## src/design/key_guard_pkg.sv

```systemverilog
// Package of offsets, field positions, reset values and sizes for the key access guard.
package key_guard_pkg;

  // ----------------------------------------------------------------
  // Bus and storage sizes
  // ----------------------------------------------------------------
  localparam int ADDR_W = 16;
  localparam int DATA_W = 8;
  localparam int KEY_BYTES = 32;
  localparam int KEY_IDX_W = 5;

  // ----------------------------------------------------------------
  // Configuration register indices (reached with cfg_sel high)
  // ----------------------------------------------------------------
  localparam logic [7:0] BASE_HI_IDX = 8'h62;
  localparam logic [7:0] BASE_LO_IDX = 8'h63;
  localparam logic [7:0] CTRL_IDX = 8'hf2;
  localparam logic [7:0] STAT_IDX = 8'hf3;

  // ----------------------------------------------------------------
  // Control register fields and reset value
  // ----------------------------------------------------------------
  localparam int CTRL_LOCK_BIT = 0;
  localparam int READ_LOCK_BIT = 1;
  localparam int WRITE_LOCK_BIT = 2;
  localparam logic [7:0] CTRL_RESET = 8'h04;
  localparam logic [7:0] CTRL_USED_MASK = 8'h07;

  // ----------------------------------------------------------------
  // Status register fields (write one to clear)
  // ----------------------------------------------------------------
  localparam int STAT_KEY_WR_REFUSED_BIT = 0;
  localparam int STAT_KEY_RD_BLOCKED_BIT = 1;
  localparam int STAT_CTRL_WR_REFUSED_BIT = 2;
  localparam logic [7:0] STAT_RESET = 8'h00;
  localparam logic [7:0] STAT_USED_MASK = 8'h07;

  // ----------------------------------------------------------------
  // Other reset values
  // ----------------------------------------------------------------
  localparam logic [ADDR_W-1:0] BASE_RESET = 16'h0000;
  localparam logic [DATA_W-1:0] KEY_RESET = 8'h00;
  localparam logic [DATA_W-1:0] BLOCKED_READ_VALUE = 8'h00;
  localparam logic [DATA_W-1:0] IDLE_READ_VALUE = 8'h00;

endpackage : key_guard_pkg

```

## src/design/key_port_if.sv

```systemverilog
// Interface between the guard front end and the key byte store.
interface key_port_if;
  import key_guard_pkg::*;

  logic wr_en;
  logic [KEY_IDX_W-1:0] idx;
  logic [DATA_W-1:0] wdata;
  logic [DATA_W-1:0] rdata;
  logic read_lock;
  logic write_lock;

  modport guard (
    output wr_en,
    output idx,
    output wdata,
    output read_lock,
    output write_lock,
    input rdata
  );

  modport store (
    input wr_en,
    input idx,
    input wdata,
    input read_lock,
    input write_lock,
    output rdata
  );

endinterface : key_port_if

```

## src/design/key_byte_store.sv

```systemverilog
// Key byte store: flip-flop array with lock-gated write and lock-masked read.
module key_byte_store
  import key_guard_pkg::*;
(
  input wire logic clk,
  input wire logic reset,
  input wire logic clk_en,
  key_port_if.store port
);

  // ----------------------------------------------------------------
  // Storage array
  // ----------------------------------------------------------------
  logic [DATA_W-1:0] key_q [KEY_BYTES];
  logic [DATA_W-1:0] key_d [KEY_BYTES];

  for (genvar i = 0; i < KEY_BYTES; i++) begin : g_entry
    always_comb begin
      key_d[i] = key_q[i];
      // A write while the write lock is set leaves the byte untouched.
      if (port.wr_en && !port.write_lock && (port.idx == KEY_IDX_W'(i))) begin
        key_d[i] = port.wdata;
      end
    end

    always_ff @(posedge clk) begin
      if (reset) begin
        key_q[i] <= KEY_RESET;
      end else if (clk_en) begin
        key_q[i] <= key_d[i];
      end
    end
  end

  // ----------------------------------------------------------------
  // Read path
  // ----------------------------------------------------------------
  always_comb begin
    port.rdata = key_q[port.idx];
    // The stored value never leaves the array while the read lock is set.
    if (port.read_lock) begin
      port.rdata = BLOCKED_READ_VALUE;
    end
  end

endmodule : key_byte_store

```

## src/design/key_access_guard.sv

```systemverilog
// Key access guard: control, base and status registers in front of the key byte store.
//
// Overview of operation
// - Every reset loads the control register with 0x04, so key writes start blocked and reads allowed.
// - While control bit 0 is clear the control register takes writes, and once set it ignores them.
// - While control bit 1 is set every key byte reads as zero, otherwise the stored byte is returned.
// - While control bit 2 is set writes to key bytes are ignored, otherwise they are stored.
// - The key bytes sit at offsets from the programmable secondary base I/O address.
// - Key bytes are reachable in normal operation with cfg_sel low; the registers only with cfg_sel high.
module key_access_guard
  import key_guard_pkg::*;
(
  input wire logic clk,
  input wire logic reset,
  input wire logic clk_en,
  input wire logic cfg_sel,
  input wire logic [ADDR_W-1:0] addr,
  input wire logic [DATA_W-1:0] wdata,
  input wire logic wr,
  input wire logic rd,
  output logic [DATA_W-1:0] rdata,
  output logic ctrl_lock,
  output logic read_lock,
  output logic write_lock,
  output logic key_window_en
);

  // ----------------------------------------------------------------
  // Declarations
  // ----------------------------------------------------------------
  logic [DATA_W-1:0] ctrl_q;
  logic [DATA_W-1:0] ctrl_d;
  logic [DATA_W-1:0] stat_q;
  logic [DATA_W-1:0] stat_d;
  logic [ADDR_W-1:0] base_q;
  logic [ADDR_W-1:0] base_d;
  logic [DATA_W-1:0] rdata_q;
  logic [DATA_W-1:0] rdata_d;

  logic sel_ctrl;
  logic sel_stat;
  logic sel_base_hi;
  logic sel_base_lo;
  logic sel_key;
  logic window_open;
  logic key_wr_refused;
  logic key_rd_blocked;
  logic ctrl_wr_refused;
  logic [DATA_W-1:0] stat_clear;
  logic [DATA_W-1:0] stat_set;

  key_port_if kp ();

  // ----------------------------------------------------------------
  // Address decode
  // ----------------------------------------------------------------
  // Configuration indices use the low address byte; with cfg_sel low the
  // address is a runtime I/O address and is compared with the key window.
  // A base of zero leaves the window closed, so the key bytes cannot alias
  // the bottom of I/O space straight out of reset.
  always_comb begin
    window_open = (base_q != BASE_RESET);
    sel_ctrl = cfg_sel && (addr[7:0] == CTRL_IDX);
    sel_stat = cfg_sel && (addr[7:0] == STAT_IDX);
    sel_base_hi = cfg_sel && (addr[7:0] == BASE_HI_IDX);
    sel_base_lo = cfg_sel && (addr[7:0] == BASE_LO_IDX);
    sel_key = !cfg_sel && window_open
              && (addr[ADDR_W-1:KEY_IDX_W] == base_q[ADDR_W-1:KEY_IDX_W]);
  end

  // ----------------------------------------------------------------
  // Key store connection
  // ----------------------------------------------------------------
  assign kp.wr_en = wr && sel_key;
  assign kp.idx = addr[KEY_IDX_W-1:0];
  assign kp.wdata = wdata;
  assign kp.read_lock = ctrl_q[READ_LOCK_BIT];
  assign kp.write_lock = ctrl_q[WRITE_LOCK_BIT];

  key_byte_store u_store (
    .clk(clk),
    .reset(reset),
    .clk_en(clk_en),
    .port(kp.store)
  );

  // ----------------------------------------------------------------
  // Control register
  // ----------------------------------------------------------------
  // Once the control lock is set nothing but reset can reach this register,
  // so software that set it cannot undo it; that is the point of the lock.
  always_comb begin
    ctrl_d = ctrl_q;
    if (wr && sel_ctrl && !ctrl_q[CTRL_LOCK_BIT]) begin
      ctrl_d = wdata & CTRL_USED_MASK;
    end
  end

  always_ff @(posedge clk) begin
    if (reset) begin
      ctrl_q <= CTRL_RESET;
    end else if (clk_en) begin
      ctrl_q <= ctrl_d;
    end
  end

  // ----------------------------------------------------------------
  // Secondary base address
  // ----------------------------------------------------------------
  // The low five bits of the base are not stored: the window is aligned to
  // its own size so the byte index is simply the low address bits.
  always_comb begin
    base_d = base_q;
    if (wr && sel_base_hi) begin
      base_d[ADDR_W-1:DATA_W] = wdata;
    end
    if (wr && sel_base_lo) begin
      base_d[DATA_W-1:0] = {wdata[DATA_W-1:KEY_IDX_W], {KEY_IDX_W{1'b0}}};
    end
  end

  always_ff @(posedge clk) begin
    if (reset) begin
      base_q <= BASE_RESET;
    end else if (clk_en) begin
      base_q <= base_d;
    end
  end

  // ----------------------------------------------------------------
  // Refusal events and sticky status
  // ----------------------------------------------------------------
  always_comb begin
    key_wr_refused = wr && sel_key && ctrl_q[WRITE_LOCK_BIT];
    key_rd_blocked = rd && sel_key && ctrl_q[READ_LOCK_BIT];
    ctrl_wr_refused = wr && sel_ctrl && ctrl_q[CTRL_LOCK_BIT];
  end

  // An event in the same cycle as its write-one-to-clear keeps the bit set.
  always_comb begin
    stat_set = '0;
    stat_set[STAT_KEY_WR_REFUSED_BIT] = key_wr_refused;
    stat_set[STAT_KEY_RD_BLOCKED_BIT] = key_rd_blocked;
    stat_set[STAT_CTRL_WR_REFUSED_BIT] = ctrl_wr_refused;
    stat_clear = '0;
    if (wr && sel_stat) begin
      stat_clear = wdata & STAT_USED_MASK;
    end
    stat_d = ((stat_q & ~stat_clear) | stat_set) & STAT_USED_MASK;
  end

  always_ff @(posedge clk) begin
    if (reset) begin
      stat_q <= STAT_RESET;
    end else if (clk_en) begin
      stat_q <= stat_d;
    end
  end

  // ----------------------------------------------------------------
  // Read return
  // ----------------------------------------------------------------
  // Read data stand for exactly the cycle after the strobe and are zero
  // otherwise; unmapped addresses also answer zero.
  always_comb begin
    rdata_d = IDLE_READ_VALUE;
    if (rd) begin
      if (sel_ctrl) begin
        rdata_d = ctrl_q & CTRL_USED_MASK;
      end else if (sel_stat) begin
        rdata_d = stat_q;
      end else if (sel_base_hi) begin
        rdata_d = base_q[ADDR_W-1:DATA_W];
      end else if (sel_base_lo) begin
        rdata_d = base_q[DATA_W-1:0];
      end else if (sel_key) begin
        rdata_d = kp.rdata;
      end else begin
        rdata_d = IDLE_READ_VALUE;
      end
    end
  end

  always_ff @(posedge clk) begin
    if (reset) begin
      rdata_q <= IDLE_READ_VALUE;
    end else if (clk_en) begin
      rdata_q <= rdata_d;
    end
  end

  // ----------------------------------------------------------------
  // Outputs
  // ----------------------------------------------------------------
  assign rdata = rdata_q;
  assign ctrl_lock = ctrl_q[CTRL_LOCK_BIT];
  assign read_lock = ctrl_q[READ_LOCK_BIT];
  assign write_lock = ctrl_q[WRITE_LOCK_BIT];
  assign key_window_en = window_open;

endmodule : key_access_guard

```

## config.mk

```make
export PLATFORM = sky130hd
export DESIGN_NAME = key_access_guard
export DESIGN_NICKNAME = d
export VERILOG_FILES = /design/src/design/key_guard_pkg.sv /design/src/design/key_port_if.sv /design/src/design/key_byte_store.sv /design/src/design/key_access_guard.sv
export SDC_FILE = /design/constraint.sdc
export NUM_CORES = 1
export LEC_CHECK = 0
export ABC_AREA = 1
export ABC_CLOCK_PERIOD_IN_PS = 3000
export CAP_MARGIN = 40
export CORE_ASPECT_RATIO = 2
export CORE_MARGIN = 10
export CORE_UTILIZATION = 49
export CTS_CLUSTER_DIAMETER = 30
export CTS_CLUSTER_SIZE = 24
export DETAILED_ROUTE_END_ITERATION = 10
export DONT_BUFFER_PORTS = 1
export PLACE_DENSITY = 0.74
export SLEW_MARGIN = 30
export SYNTH_ARGS = -nofsm -noshare
export SYNTH_HDL_FRONTEND = slang
export SYNTH_HIERARCHICAL = 1
export SYNTH_SLANG_ARGS = --single-unit
export TNS_END_PERCENT = 20
```

## constraint.sdc

```tcl
create_clock -name clk -period 3 [get_ports clk]
set_input_delay 0.6 -clock clk [delete_from_list [all_inputs] [get_ports clk]]
set_output_delay 0.6 -clock clk [all_outputs]
set_load 0.1 [all_outputs]
```

# After elaboration in Yosys (flattened, before gate mapping)
# Memory sizes are Yosys's and may differ from the RTL's.
# Index checks and enable logic that the tools add are counted.
# Widths: inputs -> output; s select.
# word_totals
mem_bits_rw	256
elab_cells	275
ff_bits	25
out_inout_bits	12
input_bits	30
mem_count	1
# mem_list
memory	words	width	rd	rd_clocked_by_memory_dff	write_ports	line_no	source
u_store.key_q	32	8	1	0	32	key_byte_store.sv:14	logic [DATA_W-1:0] key_q [KEY_BYTES];
# classes
mux	77
n_eq_ne	68
bitwise	35
reduce_logical	89
# ops
cell	count
$mux 8	71
$eq 5x5->1 const B	16
$reduce_and 2->1	35
$logic_and 1x1->1	49
$eq 5x4->1 const B	8
$ne 1x1->1 const B	32
$or 1x1->1	32
$eq 5x3->1 const B	4
$eq 8x7->1 const B	2
$eq 8x8->1 const B	2
$reduce_bool 16->1	1
$eq 11x11->1	1
$eq 5x2->1 const B	2
$eq 5x1->1 const B	1
$logic_not 5->1	1
$mux 1	5
$and 3x3->3	1
$logic_not 1->1	3
$mux 3	1
$not 3->3	1
$or 3x3->3	1

# Logic depth before layout (Yosys ltp)
# logic_depth
depth_word	9
depth_mapped	15
depth_no_buf	13

# Hierarchy
# The synthesis kept the hierarchy.
# by_module_without_submodules
module	cells_each	area_each_um2	n_inst	seq_area_each_um2
key_byte_store	1274	12001.5	1	7687.4
key_access_guard	237	1510.2	1	500.5

# Least setup slack after synthesis
# Ideal clock, no wire load.
# synth_path
kind	input port to flip-flop
from	input addr[7]
to	memory u_store.key_q[9][0] (enable)
n_path_buf	1
required_time_ns	2.671
path_stages	13
setup_time_ns	0.329
arrival_time_ns	2.217
setup_slack_ns	0.454
path_cell_list	inv_1 > nand2_1 > nand2_1 > nor2_1 > nand2_1 > nor2_4 > nand2_4 > nor2_1 > nand2_1 > nor3_4 > buf_4 > nand2_2 > nand2_1
# synth_lines
element	line_no	source
start, declared	key_access_guard.sv:17	input wire logic [ADDR_W-1:0] addr,
end, declared	key_byte_store.sv:14	

==> flow_summary_export.csv <==
group,metric,value,unit
clock_network,htreeDepth,1,
setup_path,end_kind,"flip-flop",
clock_network,clock-root-buffer,"clkbuf_16",
floorplanning,die_area,35000,µm²
synthesis,ys_async_sr_fraction,0,%
synthesis,syn-cell-area,13500,µm²
layout,antenna_cells,0,
status,outcome,"complete, no violations",
drt,drc_errors,0,
clock_network,numCtsBuffers,28,
clock_network,cts_buffer_depth,3,
sta,final.min_clock_period,2.80,ns
synthesis,ys.flop_type,"edfxtp_1",
drt,vias,10500,
grt,grt_max_degree,119,
grt,grt.total_usage,22.0,%
sta,skew,0.0182,ns
drt,wl_met2,20.5,mm
clock_network,postCtsSetupRepairBufs,0,
sta,worst_pin_slew,0.826,ns
floorplanning,die_w,137,µm
layout,final_core_util,54.5,%
sta,rsz0062_at_grt,"no",
sta,period_share,93.4,%
floorplanning,core,27400,µm²
power,switching_share,25.5,%
drt,ant_nets,0,
floorplanning,start_util,49.2,%
sta,fmax,357,MHz
sta,worst_slack,0.198,ns
clock_network,cts_resized,0,
setup_path,crit_type,"flip-flop to flip-flop",
drt,drtIter0Drc,955,
synthesis,syn_inst,1511,
power,ir_worst_vdd,374,µV
setup_path,crit_slowest_cell,"nor3_4",
place,dp_cells,1827,
drt,routed_wirelength,38.2,mm
hold_path,min_delay_path_depth,1,
power,clock_power_share,42.3,%
synthesis,synth_top_family_by_area,"simple AND/OR/NAND/NOR gates",
layout,multi_input_area,4720,µm²
power,leakagePower,6.41,nW
place,placement.cell_area,14000,µm²
setup_path,rr_startpoint,"base_q[6]$_SDFFE_PP0P_",
synthesis,ys_warn_count,6,
run,drv_cap,0,
sta,hold_viol,0,
power,p_sw,2.19,mW
setup_path,ff2ff_path_depth,13,
sta,holdWs,0.103,ns
synthesis,syn_avg_cell_area,8.94,µm²
hold_path,hp-class,"input port to flip-flop",
setup_path,worst_ep_required_time,3.23,ns
floorplanning,io_pins,42,
grt,antenna_found_initial,0,
layout,syn2layout_area_growth,10.7,%
synthesis,synth_compound_area_share,3.07,%
layout,seq_area,8190,µm²
synthesis,synth.area.top_cells,"edfxtp_1 (57%), nand2_1 (16%), nor2_1 (8.1%)",
place,pre_cts_slack,0.0882,ns
synthesis,synth_nets,1541,
setup_path,cpMostUsedCell,"nand2_1",
layout,fin_cells,1879,
layout,post-route-cell-area,15000,µm²
synthesis,ys_seq_area_share,60.6,%
place,dpl.hpwl,26.2,mm
layout,layout_commonest_cell,"nand2_1",
power,p_total,8.59,mW
setup_path,crit_path_start,"base_q[6]$_SDFFE_PP0P_",
power,p_per_area,574,nW/µm²
clock_network,path_clk_slew,0.07,ns
place,io_buffers,0,
synthesis,synth_edf_count,256,
power,intPower,6.40,mW
grt,grt_pass1_wl,58.0,mm
drt,routedWlPerCell,20.4,µm
synthesis,yosys.area.top_type,"edfxtp_1",
synthesis,synthAdderAreaFrac,0,%
synthesis,synth-simple-area-share,31.9,%
drt,drt-pass1-iter-count,7,
drt,wl_met3,2.89,mm
sta,slew_violations,0,
place,place_congestion,1.02,
synthesis,synth.distinct_cells,32,
drt,routed_via_density,5.57,
synthesis,synthMuxAreaShare,0,%
setup_path,crit_path_max_incr_delay,0.46,ns
setup_path,crit_arrival,3.03,ns
grt,overflow,0,
clock_network,hold_buffers,0,
layout,n_fill_cell,2392,
floorplanning,die_y,255,µm
sta,setup_violations,0,
grt,first_global_vias,10600,
layout,mostFrequentLayoutCells,"nand2_1 (563), nor2_1 (290), edfxtp_1 (256), nand3_1 (91), inv_1 (45)",
sta,fin_setup_tns,0,ns
drt,highest_layer,"met4",
setup_path,start_kind,"flip-flop",
layout,drive_above_1_share,11.4,%
floorplanning,rows,86,
setup_path,crit_chain,"inv_1 -> nand2_1 -> nor2_1 -> nand2_1 -> nor2_1 -> nor2_4 -> nand2_4 -> nor2_1 -> nand2_1 -> nor3_4 -> buf_12 -> nand2_2 -> nand2_1",
synthesis,synth_seq_cells,281,
synthesis,synth_xor_area_share,0,%
clock_network,insertion_delay,0.56,ns
drt,met1_length,11.5,mm
clock_network,clock-sinks,281,
power,power.share.sequential,51.3,%
layout,nNetsFinal,1535,
synthesis,synth_top_area_share,56.9,%
hold_path,min_from,"reset",
setup_path,crit_fanout,9,
clock_network,cts_tree,"yes",
sta,relSlewSlack,44.9,%
power,comb_power_share,6.4,%
==> power by group through the flow <==
| stage | Sequential (mW) | Combinational (mW) | Clock (mW) |
|---|---|---|---|
| after floorplan | 4.48 | 0.399 | 0 |
| after global placement | 4.49 | 0.528 | 0 |
| after detailed placement | 4.49 | 0.534 | 0 |
| after CTS | 4.41 | 0.535 | 3.68 |
| after global routing | 4.41 | 0.590 | 3.87 |
| final | 4.41 | 0.547 | 3.64 |
==> critical path, delay by kind of cell (launching register included) <==
kind | cells | cell delay [ns]
DFF | 1 | 0.41
buffers and inverters | 2 | 0.36
and+or+nand+nor | 11 | 1.71
==> worst paths after layout <==
path | slack (ns) | endpoint
hold / removal | 0.10 | rdata[6]$_SDFFE_PP0P_
setup reg to reg | 0.20 | u_store/key_q[27][2]$_SDFFCE_PN0P_
setup / recovery | 0.20 | u_store/key_q[27][2]$_SDFFCE_PN0P_
hold reg to reg | 0.46 | stat_q[1]$_SDFFE_PP0P_
==> layout make-up <==
cell class | instances | share of cell area (%)
flip-flops and latches | 281 | 54.7
multi-input cells | 1095 | 31.5
clock buffers | 29 | 4.85
well taps | 352 | 2.94
repair buffers | 39 | 2.53
clock inverters | 23 | 1.88
inverters | 60 | 1.54
==> layer usage <==
metal | up-vias | track usage [%]
li1 | 4902 | -
met1 | 4878 | 20.3
met2 | 510 | 40.6
met3 | 181 | 3.56
met4 | 0 | 17.8
met5 | - | 0
==> cells by family after synthesis <==
group / count (synthesis)
buf+inv: 135
flops: 281
compound gates: 72
simple gates: 1023
==> sequential cells by signal (all words and copies together), names as in the netlist <==
signal and flops:
u_store/key_q 256, base_q 11, rdata 8, ctrl_q 3
stat_q 3
==> cell usage after synthesis, drive strengths merged (3+ instances only) <==
| library cell | n |
|---|---|
| nand2 | 595 |
| nor2 | 315 |
| edfxtp | 256 |
| nand3 | 92 |
| inv | 59 |
| clkbuf | 38 |
| buf | 36 |
| a21oi | 35 |
| o21ai | 27 |
| dfxtp | 25 |
| nand4 | 17 |
| o21bai | 8 |
| nor3 | 3 |
No activity file was read; power rests on OpenSTA's default activity.
